`src/zd_status_cfg.svh`:
```
// register offsets, field positions and reset values of the zero-delay and status bank
`ifndef ZD_STATUS_CFG_SVH
`define ZD_STATUS_CFG_SVH
`define ZD_CTRL_ADDR      10'h01E
`define ZD_STATUS_ADDR    10'h01F
`define ZD_DIV_SEL_LSB    3
`define ZD_EXT_MODE_BIT   2
`define ZD_ENABLE_BIT     1
`define ZD_CTRL_RESET     8'h00
`define ZD_STATUS_RESET   8'h00
`define ZD_CTRL_MASK      8'h1E
`define ZD_DIV_SEL_WIDTH  2
`define ZD_ST_RSVD_BIT    7
`define ZD_ST_CAL_BIT     6
`define ZD_ST_HOLD_BIT    5
`define ZD_ST_SEL_BIT     4
`define ZD_ST_VCO_BIT     3
`define ZD_ST_SEC_BIT     2
`define ZD_ST_FIRST_BIT   1
`define ZD_ST_LOCK_BIT    0
`endif

```
`src/zd_status_pkg.sv`:
```
// types shared by the zero-delay and pll status register bank
package zd_status_pkg;
    typedef enum logic [1:0] {
        zd_off,
        zd_internal,
        zd_external
    } zd_mode_t;

    typedef struct packed {
        logic       cal_done;
        logic       holdover_active;
        logic       second_ref_selected;
        logic       vco_above;
        logic       second_ref_above;
        logic       first_ref_above;
        logic       locked;
    } pll_status_t;

    typedef struct packed {
        logic [9:0] addr;
        logic       wr;
        logic       rd;
        logic [7:0] wdata;
    } reg_req_t;
endpackage

```
`src/zd_status_snapshot.sv`:
```
// holds the status readback image, refreshed unless readback updates are disabled
`timescale 1ns/1ps
`default_nettype none
module zd_status_snapshot (
    // clock and reset
    input  wire logic                         clk,
    input  wire logic                         reset,
    // live status and refresh control
    input  wire zd_status_pkg::pll_status_t   live,
    input  wire logic                         freeze,
    // held image
    output var  zd_status_pkg::pll_status_t   held
);
    typedef struct packed {
        zd_status_pkg::pll_status_t img;
    } snap_state_t;

    snap_state_t state;
    snap_state_t next_state;

    always_comb begin
        next_state = state;
        if (!freeze) begin
            next_state.img = live;
        end
    end

    always_ff @(posedge clk) begin
        if (reset) begin
            state <= '0;
        end else begin
            state <= next_state;
        end
    end

    assign held = state.img;
endmodule // zd_status_snapshot
`default_nettype wire

```
`src/zd_status_regs.sv`:
```
// zero-delay control register and pll status readback register
`timescale 1ns/1ps
`default_nettype none
`include "zd_status_cfg.svh"
module zd_status_regs (
    // clock and reset
    input  wire logic                         clk,
    input  wire logic                         reset,
    // register access from the serial control port
    input  wire zd_status_pkg::reg_req_t      req,
    output var  logic [7:0]                   rdata,
    output var  logic                         rvalid,
    // readback disable bit from the preceding control register
    input  wire logic                         status_readback_disable,
    // live pll conditions
    input  wire logic                         vco_cal_done,
    input  wire logic                         holdover_active,
    input  wire logic                         second_reference_input_selected,
    input  wire logic                         vco_above_threshold,
    input  wire logic                         second_reference_input_above,
    input  wire logic                         first_reference_input_above,
    input  wire logic                         digital_lock,
    // zero-delay controls
    output var  logic [1:0]                   zd_feedback_div_sel,
    output var  logic                         zd_enable,
    output var  logic                         zd_external_mode,
    output var  zd_status_pkg::zd_mode_t      zd_mode
);
    typedef struct packed {
        logic [7:0]              ctrl;
        logic [7:0]              rdata;
        logic                    rvalid;
        zd_status_pkg::zd_mode_t mode;
    } regs_state_t;

    regs_state_t                state;
    regs_state_t                next_state;
    zd_status_pkg::pll_status_t live;
    zd_status_pkg::pll_status_t held;

    typedef struct packed {
        logic ctrl_wr;
        logic status_wr;
        logic ctrl_rd;
        logic status_rd;
        logic other_rd;
    } access_t;

    access_t                    access;
    logic [7:0]                 ctrl_image;
    logic [7:0]                 status_image;
    logic [7:0]                 next_rdata;

    // address decode, shared by the write and read paths
    function automatic logic is_ctrl_addr(input logic [9:0] a);
        is_ctrl_addr = (a == `ZD_CTRL_ADDR);
    endfunction

    function automatic logic is_status_addr(input logic [9:0] a);
        is_status_addr = (a == `ZD_STATUS_ADDR);
    endfunction

    // only divider select, mode and enable bits are writable
    function automatic logic [7:0] ctrl_masked(input logic [7:0] d);
        ctrl_masked = d & `ZD_CTRL_MASK;
    endfunction

    // field extraction from a control byte
    function automatic logic [1:0] div_sel_of(input logic [7:0] c);
        div_sel_of = c[`ZD_DIV_SEL_LSB +: `ZD_DIV_SEL_WIDTH];
    endfunction

    function automatic logic enable_of(input logic [7:0] c);
        enable_of = c[`ZD_ENABLE_BIT];
    endfunction

    function automatic logic ext_mode_of(input logic [7:0] c);
        ext_mode_of = c[`ZD_EXT_MODE_BIT];
    endfunction

    // places each status condition at its readback position
    function automatic logic [7:0] status_byte(input zd_status_pkg::pll_status_t s);
        status_byte                    = 8'h00;
        status_byte[`ZD_ST_CAL_BIT]    = s.cal_done;
        status_byte[`ZD_ST_HOLD_BIT]   = s.holdover_active;
        status_byte[`ZD_ST_SEL_BIT]    = s.second_ref_selected;
        status_byte[`ZD_ST_VCO_BIT]    = s.vco_above;
        status_byte[`ZD_ST_SEC_BIT]    = s.second_ref_above;
        status_byte[`ZD_ST_FIRST_BIT]  = s.first_ref_above;
        status_byte[`ZD_ST_LOCK_BIT]   = s.locked;
        status_byte[`ZD_ST_RSVD_BIT]   = 1'b0;
    endfunction

    // read data selection for one decoded access
    function automatic logic [7:0] read_mux(input access_t acc_in, input logic [7:0] c, input logic [7:0] s);
        if (acc_in.ctrl_rd) begin
            read_mux = c;
        end else if (acc_in.status_rd) begin
            read_mux = s;
        end else begin
            read_mux = 8'h00;
        end
    endfunction

    function automatic zd_status_pkg::zd_mode_t mode_of(input logic [7:0] c);
        if (!enable_of(c)) begin
            mode_of = zd_status_pkg::zd_off;
        end else if (ext_mode_of(c)) begin
            mode_of = zd_status_pkg::zd_external;
        end else begin
            mode_of = zd_status_pkg::zd_internal;
        end
    endfunction

    always_comb begin
        live.cal_done            = vco_cal_done;
        live.holdover_active     = holdover_active;
        live.second_ref_selected = second_reference_input_selected;
        live.vco_above           = vco_above_threshold;
        live.second_ref_above    = second_reference_input_above;
        live.first_ref_above     = first_reference_input_above;
        live.locked              = digital_lock;
    end

    zd_status_snapshot u_snapshot (
        .clk    (clk),
        .reset  (reset),
        .live   (live),
        .freeze (status_readback_disable),
        .held   (held)
    );

    // decode the request once for both paths
    always_comb begin
        access           = '0;
        access.ctrl_wr   = req.wr && is_ctrl_addr(req.addr);
        access.status_wr = req.wr && is_status_addr(req.addr);
        access.ctrl_rd   = req.rd && is_ctrl_addr(req.addr);
        access.status_rd = req.rd && is_status_addr(req.addr);
        access.other_rd  = req.rd && !is_ctrl_addr(req.addr) && !is_status_addr(req.addr);
    end

    // readable images of both registers
    always_comb begin
        ctrl_image   = state.ctrl;
        status_image = status_byte(held);
        next_rdata   = read_mux(access, ctrl_image, status_image);
    end

    always_comb begin
        next_state        = state;
        next_state.rvalid = 1'b0;
        if (access.ctrl_wr) begin
            next_state.ctrl = ctrl_masked(req.wdata);
        end else if (access.status_wr) begin
            next_state.ctrl = state.ctrl; // status is read-only
        end
        if (req.rd) begin
            next_state.rvalid = 1'b1;
            next_state.rdata  = next_rdata; // reads see the value before a same-cycle write
        end
        next_state.mode = mode_of(next_state.ctrl);
    end

    always_ff @(posedge clk) begin
        if (reset) begin
            state.ctrl   <= `ZD_CTRL_RESET;
            state.rdata  <= `ZD_STATUS_RESET;
            state.rvalid <= 1'b0;
            state.mode   <= zd_status_pkg::zd_off;
        end else begin
            state <= next_state;
        end
    end

    always_comb begin
        rdata               = state.rdata;
        rvalid              = state.rvalid;
        zd_feedback_div_sel = div_sel_of(state.ctrl);
        zd_enable           = enable_of(state.ctrl);
        zd_external_mode    = ext_mode_of(state.ctrl);
        zd_mode             = state.mode;
    end
endmodule // zd_status_regs
`default_nettype wire

```
`config.mk`:
```
export PLATFORM = sky130hd
export DESIGN_NAME = zd_status_regs
export DESIGN_NICKNAME = d
export VERILOG_FILES = /design/src/zd_status_pkg.sv /design/src/zd_status_snapshot.sv /design/src/zd_status_regs.sv
export VERILOG_INCLUDE_DIRS = /design/src
export SDC_FILE = /design/constraint.sdc
export NUM_CORES = 1
export LEC_CHECK = 0
export ABC_AREA = 1
export BUFFER_PORTS_ARGS = -buffer_cell sky130_fd_sc_hd__buf_4
export CORE_MARGIN = 4
export CORE_UTILIZATION = 30
export DETAILED_ROUTE_END_ITERATION = 8
export GPL_TIMING_DRIVEN = 0
export PLACE_DENSITY = 0.65
export REMOVE_ABC_BUFFERS = 1
export SLEW_MARGIN = 20
export SYNTH_ARGS = -nofsm -noshare
export SYNTH_HDL_FRONTEND = slang
export SYNTH_SLANG_ARGS = --single-unit
```
`constraint.sdc`:
```
create_clock -name clk -period 1.4 [get_ports clk]
set_clock_uncertainty 0.05 [all_clocks]
set_input_delay 0.21 -clock clk [delete_from_list [all_inputs] [get_ports clk]]
set_output_delay 0.21 -clock clk [all_outputs]
set_load 0.1 [all_outputs]
```
* Yosys cells after proc, flatten, opt, wreduce, memory -nomap -nowiden
Cells that the tools add are included.
** Word-level totals
- Output and inout port bits :: 15
- Word-level logic and storage cells :: 24
- Input port bits :: 30
- Flip-flop bits (word level) :: 21
** Cells by class
- Reductions and logical operators :: 4
- Multiplexer cells :: 5
- Eq/ne operators :: 2
- Bitwise operators :: 1
** Operators by type and width (count)
- == test 10 x 5 -> 1 bit (second input constant) :: 2
- two-way mux 7 bit :: 2
- logical AND 1 bit :: 3
- two-way mux 3 bit :: 1
- two-way mux 2 bit :: 1
- OR reduction 2 bit :: 1
- two-way mux 1 bit :: 1
- NOT 1 bit :: 1

* Longest topological paths before layout
Gate-level depths: netlist of run 1.
- Word-level depth :: 5
- Gate-level depth with buffers :: 8
- Gate-level depth less buffers :: 8

* Modules after synthesis
Synthesis of run 1 repeated with hierarchy kept, for this count alone.
** Unflattened totals
- Cell total of the unflattened synthesis :: 150
- Area total of the unflattened synthesis :: 1004.7 um^2
** By module, submodules not included
- zd_status_regs :: area each 718.2 um^2, cells each 106, sequential area each 280.3 um^2, instances 1
- zd_status_snapshot :: area each 286.5 um^2, cells each 44, sequential area each 140.1 um^2, instances 1

* Worst setup path after synthesis of run 1
Ideal clock, no wire load.
- Path type :: register to register
- From :: reg state (netlist bit ctrl_image[1])
- To :: reg state (netlist bit zd_mode[0])
- Period minus slack after synthesis :: 1.422 ns
- Cell stages (with the launch flop) :: 5
- Library setup time :: 0.064 ns
- Path slack :: -0.022 ns
- Data required time :: 1.286 ns
- Arrival time :: 1.308 ns
- Path buffers :: 0
- Cells stage by stage :: dfxtp_1 > inv_1 > nand2_2 > nand3_2 > nor2_1
** On the way
- Longest elaborated chain between the ends :: 3
** RTL lines
- start: declaration :: line zd_status_regs.sv:36 : regs_state_t state;
- start signal: assignment :: line zd_status_regs.sv:172 : state <= next_state;
- two-way mux 3 bit :: line zd_status_regs.sv:153 : if (access.ctrl_wr) begin
- NOT 1 bit (no source line)
- OR reduction 2 bit (no source line)
Every way passes these cells.
A chain may end at the register's enable or synchronous reset.

* Worst setup path in the final report of run 1
- From :: reg state (netlist bit ctrl_image[2])
- To :: out zd_external_mode
** RTL lines
- end: declaration :: line zd_status_regs.sv:26 : output var logic zd_external_mode,
No word-level cell between the ends.

==> results of run 1 <==
through the flow:
step | setup TNS, ns | area, um^2 | util, %
after global placement | 0 | 1270 | 42.1
after CTS | 0 | 1300 | 43.0
after floorplan | -0.0523 | 926 | -
after global routing | 0 | 1300 | 43.0
after detailed placement | 0 | 1270 | 42.1
final | 0 | 1300 | 43.0
power by group through the flow:
stage | sequential (mW) | combinational [mW] | clock (mW)
floorplan | 0.692 | 0.0700 | 0
global placement | 0.642 | 0.206 | 0
detailed placement | 0.642 | 0.207 | 0
CTS | 0.629 | 0.207 | 0.314
global route | 0.632 | 0.227 | 0.339
finish | 0.629 | 0.205 | 0.300
registers in the layout, indices dropped and copies added (netlist names):
signal / cells
rdata: 7
u_snapshot.held: 7
ctrl_image: 4
zd_mode: 2
rvalid: 1
layout make-up:
| class | count | area (um^2) | area share (%) |
|---|---|---|---|
| tap | 44 | 55.1 | 4.23 |
| sequential | 21 | 420 | 32.3 |
| clock buffer | 3 | 22.5 | 1.73 |
| inverter | 17 | 63.8 | 4.90 |
| timing repair buffer | 39 | 293 | 22.5 |
| clock inverter | 1 | 5.00 | 0.385 |
| multi-input combinational | 97 | 442 | 33.9 |
worst max-delay path by stage:
| stage | end | slack (ns) | cells after the start |
|---|---|---|---|
| after floorplan | zd_mode[0]$_SDFF_PP0_ | -0.03 | 4 |
| after global placement | zd_mode[1]$_SDFF_PP0_ | 0.06 | 8 |
| after detailed placement | zd_mode[1]$_SDFF_PP0_ | 0.05 | 7 |
| after CTS | zd_external_mode | 0.11 | 1 |
| after global routing | zd_enable | 0.06 | 1 |
| final | zd_external_mode | 0.13 | 1 |
synthesized netlist by cell type:
master,number,area share [%]
nand3_2,2,2.1
clkbuf_1,1,0.40
a21oi_1,3,1.6
buf_4,2,1.6
nor2_1,41,16
dfxtp_1,21,45
nand2_1,24,9.5
nand3_1,7,3.7
conb_1,1,0.40
nor2_4,2,2.4
nand3_4,1,1.9
nand2_2,2,1.3
nand4_1,1,0.66
inv_1,17,6.8
o21ai_0,13,6.9
metal layers:
metal	part of all wire, %	GRT usage (%)	vias up
li1	-	-	503
met1	47	13.1	378
met2	43	17.3	25
met3	7.9	3.34	5
met4	2.0	4.75	0
met5	0	0	-
kinds of logic after synthesis:
logic type	Yosys count
simple gates	80
compound gates	16
other cells	1
buf+inv	20
flops	21
==> reports/qor.yml, run 1 <==
place_inst: 218
fin_cells: 222
pre_cts_slack_ns: 0.0483
max_stage_delay_ns: 0.39
fmax_mhz: 788
hpwl_um: 1610
cts_num_sinks: 21
slew_violations: 0
ys_seq_area_share_pct: 44.5
diodes: 0
die_area_um2: 4110
final_cell_mix: "41 x nor2_1, 39 x buf_4, 24 x nand2_1, 21 x dfxtp_1, 17 x inv_1"
grt_overflow_total: 0
sequentialPowerShare_pct: 55.5
portBuffers: 39
r2r_cells: 4
antenna_found_initial: 0
start_util_pct: 31.2
synth-seq-cells: 21
grt_max_degree: 15
min_from: "reset"
nets: 209
gp_congestion: 0.757
reg2reg_from: "ctrl_image[1]$_SDFF_PP0_"
synth_cell_types: 15
drc: 0
worst_hold_path.endpoint: "rdata[0]$_SDFFE_PP0P_"
fillers: 327
whs_path_depth: 2
path_cells: "buf_4"
leakage_nw: 0.635
synth_fa_ha_area_share_pct: 0
clk_pin_slew_ns: 0.12
synth_mux_area_share_pct: 0
grt_pass1_vias: 838
synth_simple_gate_area_share_pct: 37.9
crit_slowest_cell: "dfxtp_1"
hold_viol_final: 0
net-switching-power_uw: 331
critPathLaunch: "ctrl_image[2]$_SDFF_PP0_"
drtIter0Drc: 30
path_buf_inv: 1
clkPwrFrac_pct: 26.5
arrival_ns: 1.01
ir_drop_mv: 0.371
worst-path-max-fanout: 4
grt.total_usage_pct: 10.8
die_h_um: 64.1
switching_share_pct: 29.2
synth_area_um2: 945
power_frac_comb_pct: 18.1
p_int_uw: 803
viasPerCell: 4.10
die_w_um: 64.1
synth_cells: 138
post_cts_resized: 0
cts_root_buffer: "clkbuf_4"
cp-end-kind: "output port"
cap_viol_max_count: 0
setup_viol: 0
status: "finished clean"
drive_gt1_share_pct: 28.1
synth_top_family_by_area: "simple AND/OR/NAND/NOR gates"
io_pins: 45
syn_area_per_cell_um2: 6.85
crit_family: "flip-flops"
rsz0062_at_grt: "no"
min_path_type: "primary input to register"
area_growth_pct: 37.7
worstPathRequired_ns: 1.14
dr.pass1.iters: 3
cts_setup_buffers: 0
layout_worst_path_cycle_share_pct: 90.6
core_um2: 3030
synth-compound-area-share_pct: 8.48
clk_path_buf_depth: 2
cts_inserted_buffers: 3
r2r-end: "zd_mode[1]$_SDFF_PP0_"
final_common_cell: "nor2_1"
power_density_nw_per_um2: 871
postCtsHoldBufs: 0
total_power_mw: 1.13
r2r_setup_slack_ns: 0.61
h-tree-depth: 1
crit_type: "register to output port"
routed_wl_um: 1980
yosys.area_share.xor_xnor_pct: 0
yosys_warnings: 0
fin_ws_ns: 0.131
final.min_clock_period_ns: 1.27
ant_nets: 0
placementRows: 20
cp-start-kind: "register"
worst_hold_slack_ns: 0.0338
vias: 911
grt_first_pass_wirelength_um: 3500
clk_latency_ns: 0.31
cts_tree: "done"
wl_per_cell_um: 8.91
Power figures use the tool's default switching activity.
==> run 2, diff against run 1 <==
--- a/config.mk
+++ b/config.mk
@@ -12,8 +12,9 @@
 export CORE_UTILIZATION = 30
 export DETAILED_ROUTE_END_ITERATION = 8
 export GPL_TIMING_DRIVEN = 0
-export PLACE_DENSITY = 0.65
+export PLACE_DENSITY = 0.67
 export REMOVE_ABC_BUFFERS = 1
+export SKIP_CTS_REPAIR_TIMING = 1
 export SLEW_MARGIN = 20
 export SYNTH_ARGS = -nofsm -noshare
 export SYNTH_HDL_FRONTEND = slang
==> constraint.sdc (replaced) <==
create_clock -name clk -period 1.1 [get_ports clk]
set_clock_uncertainty 0.05 [all_clocks]
set_input_delay 0.165 -clock clk [delete_from_list [all_inputs] [get_ports clk]]
set_output_delay 0.165 -clock clk [all_outputs]
set_load 0.1 [all_outputs]
==> run 2 against run 1 <==
Highest routed layer unchanged. Core utilization up 7.6 points. Critical path type unchanged. Die area did not move. Critical endpoint unchanged. Register-to-register slack worse by 0.41 ns. Clock power is 22% higher. Setup slack got worse by 0.11 ns.
==> reports/qor.yml, run 2 (synthesis results as in run 1) <==
cts_num_sinks: 21  # unchanged
path_cells: "buf_12"
max_stage_delay_ns: 0.39  # about the same
ant_nets: 0  # unchanged
hpwl_um: 1650  # +2.5%
h-tree-depth: 1  # unchanged
fillers: 311  # -4.9%
start_util_pct: 31.2  # unchanged
rsz0062_at_grt: "yes"
drtIter0Drc: 21  # -30%
clk_path_buf_depth: 2  # unchanged
worst_hold_slack_ns: 0.0403  # +0.00648 ns
leakage_nw: 0.693  # +9.2%
ir_drop_mv: 0.560  # +51%
cts_inserted_buffers: 3  # unchanged
final.min_clock_period_ns: 1.07
place_inst: 218  # unchanged
portBuffers: 39  # unchanged
drc: 0  # unchanged
fin_cells: 225  # +1.4%
gp_congestion: 0.812  # +7.3%
r2r_cells: 5  # +1
cap_viol_max_count: 0  # unchanged
viasPerCell: 4.08  # -0.58%
r2r-end: "rdata[1]$_SDFFE_PP0P_"
power_density_nw_per_um2: 948  # +8.9%
grt_pass1_vias: 924  # +10%
crit_slowest_cell: "dfxtp_4"
core_um2: 3030  # unchanged
crit_type: "register to output port"
grt_overflow_total: 0  # unchanged
wl_per_cell_um: 9.52  # +6.8%
r2r_setup_slack_ns: 0.20  # -0.41 ns
nets: 212  # +1.4%
path_buf_inv: 1  # unchanged
cts_tree: "done"
area_growth_pct: 62.1
vias: 918  # +0.77%
min_path_type: "primary input to register"
hold_viol_final: 0  # unchanged
grt_first_pass_wirelength_um: 3700  # +5.7%
diodes: 0  # unchanged
setup_viol: 0  # unchanged
dr.pass1.iters: 4  # +1
cp-end-kind: "output port"
crit_family: "flip-flops"
die_area_um2: 4110  # unchanged
worst_hold_path.endpoint: "u_snapshot.held[0]$_SDFFE_PP0N_"
io_pins: 45  # unchanged
final_cell_mix: "40 x nor2_1, 26 x buf_4, 24 x nand2_1, 17 x inv_1, 14 x buf_12"
status: "finished clean"
die_w_um: 64.1  # unchanged
cp-start-kind: "register"
routed_wl_um: 2140  # +8.2%
pre_cts_slack_ns: -0.215  # -0.264 ns
worst-path-max-fanout: 4  # unchanged
fmax_mhz: 931
clk_latency_ns: 0.30  # about the same
final_common_cell: "nor2_1"
clk_pin_slew_ns: 0.11  # about the same
cts_root_buffer: "clkbuf_4"
fin_ws_ns: 0.0258  # -0.106 ns
layout_worst_path_cycle_share_pct: 97.7
critPathLaunch: "ctrl_image[2]$_SDFF_PP0_"
whs_path_depth: 3  # +1
grt_max_degree: 15  # unchanged
die_h_um: 64.1  # unchanged
reg2reg_from: "ctrl_image[1]$_SDFF_PP0_"
arrival_ns: 0.86  # -0.15 ns
worstPathRequired_ns: 0.88  # -0.26 ns
min_from: "digital_lock"
setup_tns_ns: 0  # unchanged
grt.total_usage_pct: 11.4  # +0.63 points
drive_gt1_share_pct: 35.4  # +7.3 points
slew_violations: 0  # unchanged
placementRows: 20  # unchanged
antenna_found_initial: 0  # unchanged
==> run 2: cell count changes in the layout (fill, tap and decap cells not counted) <==
cell	previous run	this run
dlygate4sd3_1	0	2
buf_12	0	14
clkinv_2	1	0
clkbuf_1	0	1
nor2_1	41	40
buf_4	39	26
dfxtp_2	0	9
nor2_2	0	1
dfxtp_1	21	8
dfxtp_4	0	4
==> run 2: routing by layer <==
layer,vias up,global-route usage (%),wire [um]
met5,-,0,0
met1,378,12.7,957
met3,5,3.69,175
li1,506,-,-
met4,0,5.80,40
met2,29,19.2,969
==> run 2: worst max path at each step <==
stage	cells past startpoint	slack, ns	endpoint
3_5_place_dp	7	-0.22	zd_mode[1]$_SDFF_PP0_
5_1_grt	1	-0.01	zd_external_mode
4_1_cts	1	-0.14	zd_external_mode
2_1_floorplan	4	-0.33	zd_mode[0]$_SDFF_PP0_
3_3_place_gp	7	-0.20	zd_mode[1]$_SDFF_PP0_
6_report	1	0.03	zd_external_mode
==> run 2: where the power goes <==
group	total (mW)	leakage (nW)	internal, mW	switching, mW
clock network	0.365	0.0150	0.141	0.224
registers	0.796	0.179	0.779	0.0175
logic	0.291	0.499	0.126	0.165
==> run 2: final cells by class <==
cell class	count	area (um^2)	share of cell area, %
repair buffers	42	495	32.4
well taps	44	55.1	3.59
flip-flops and latches	21	447	29.2
clock buffers	4	26.3	1.72
multi-input cells	97	444	29.0
inverters	17	63.8	4.17
==> run 2: per-stage QoR <==
stage               total power, mW  util, %  instance area [um^2]
finish                         1.45     50.6                  1530
global route                   1.53     50.6                  1530
CTS                            1.46     42.9                  1300
detailed placement             1.08     42.1                  1270
global placement               1.08     42.1                  1270
floorplan                     0.969        -                   926
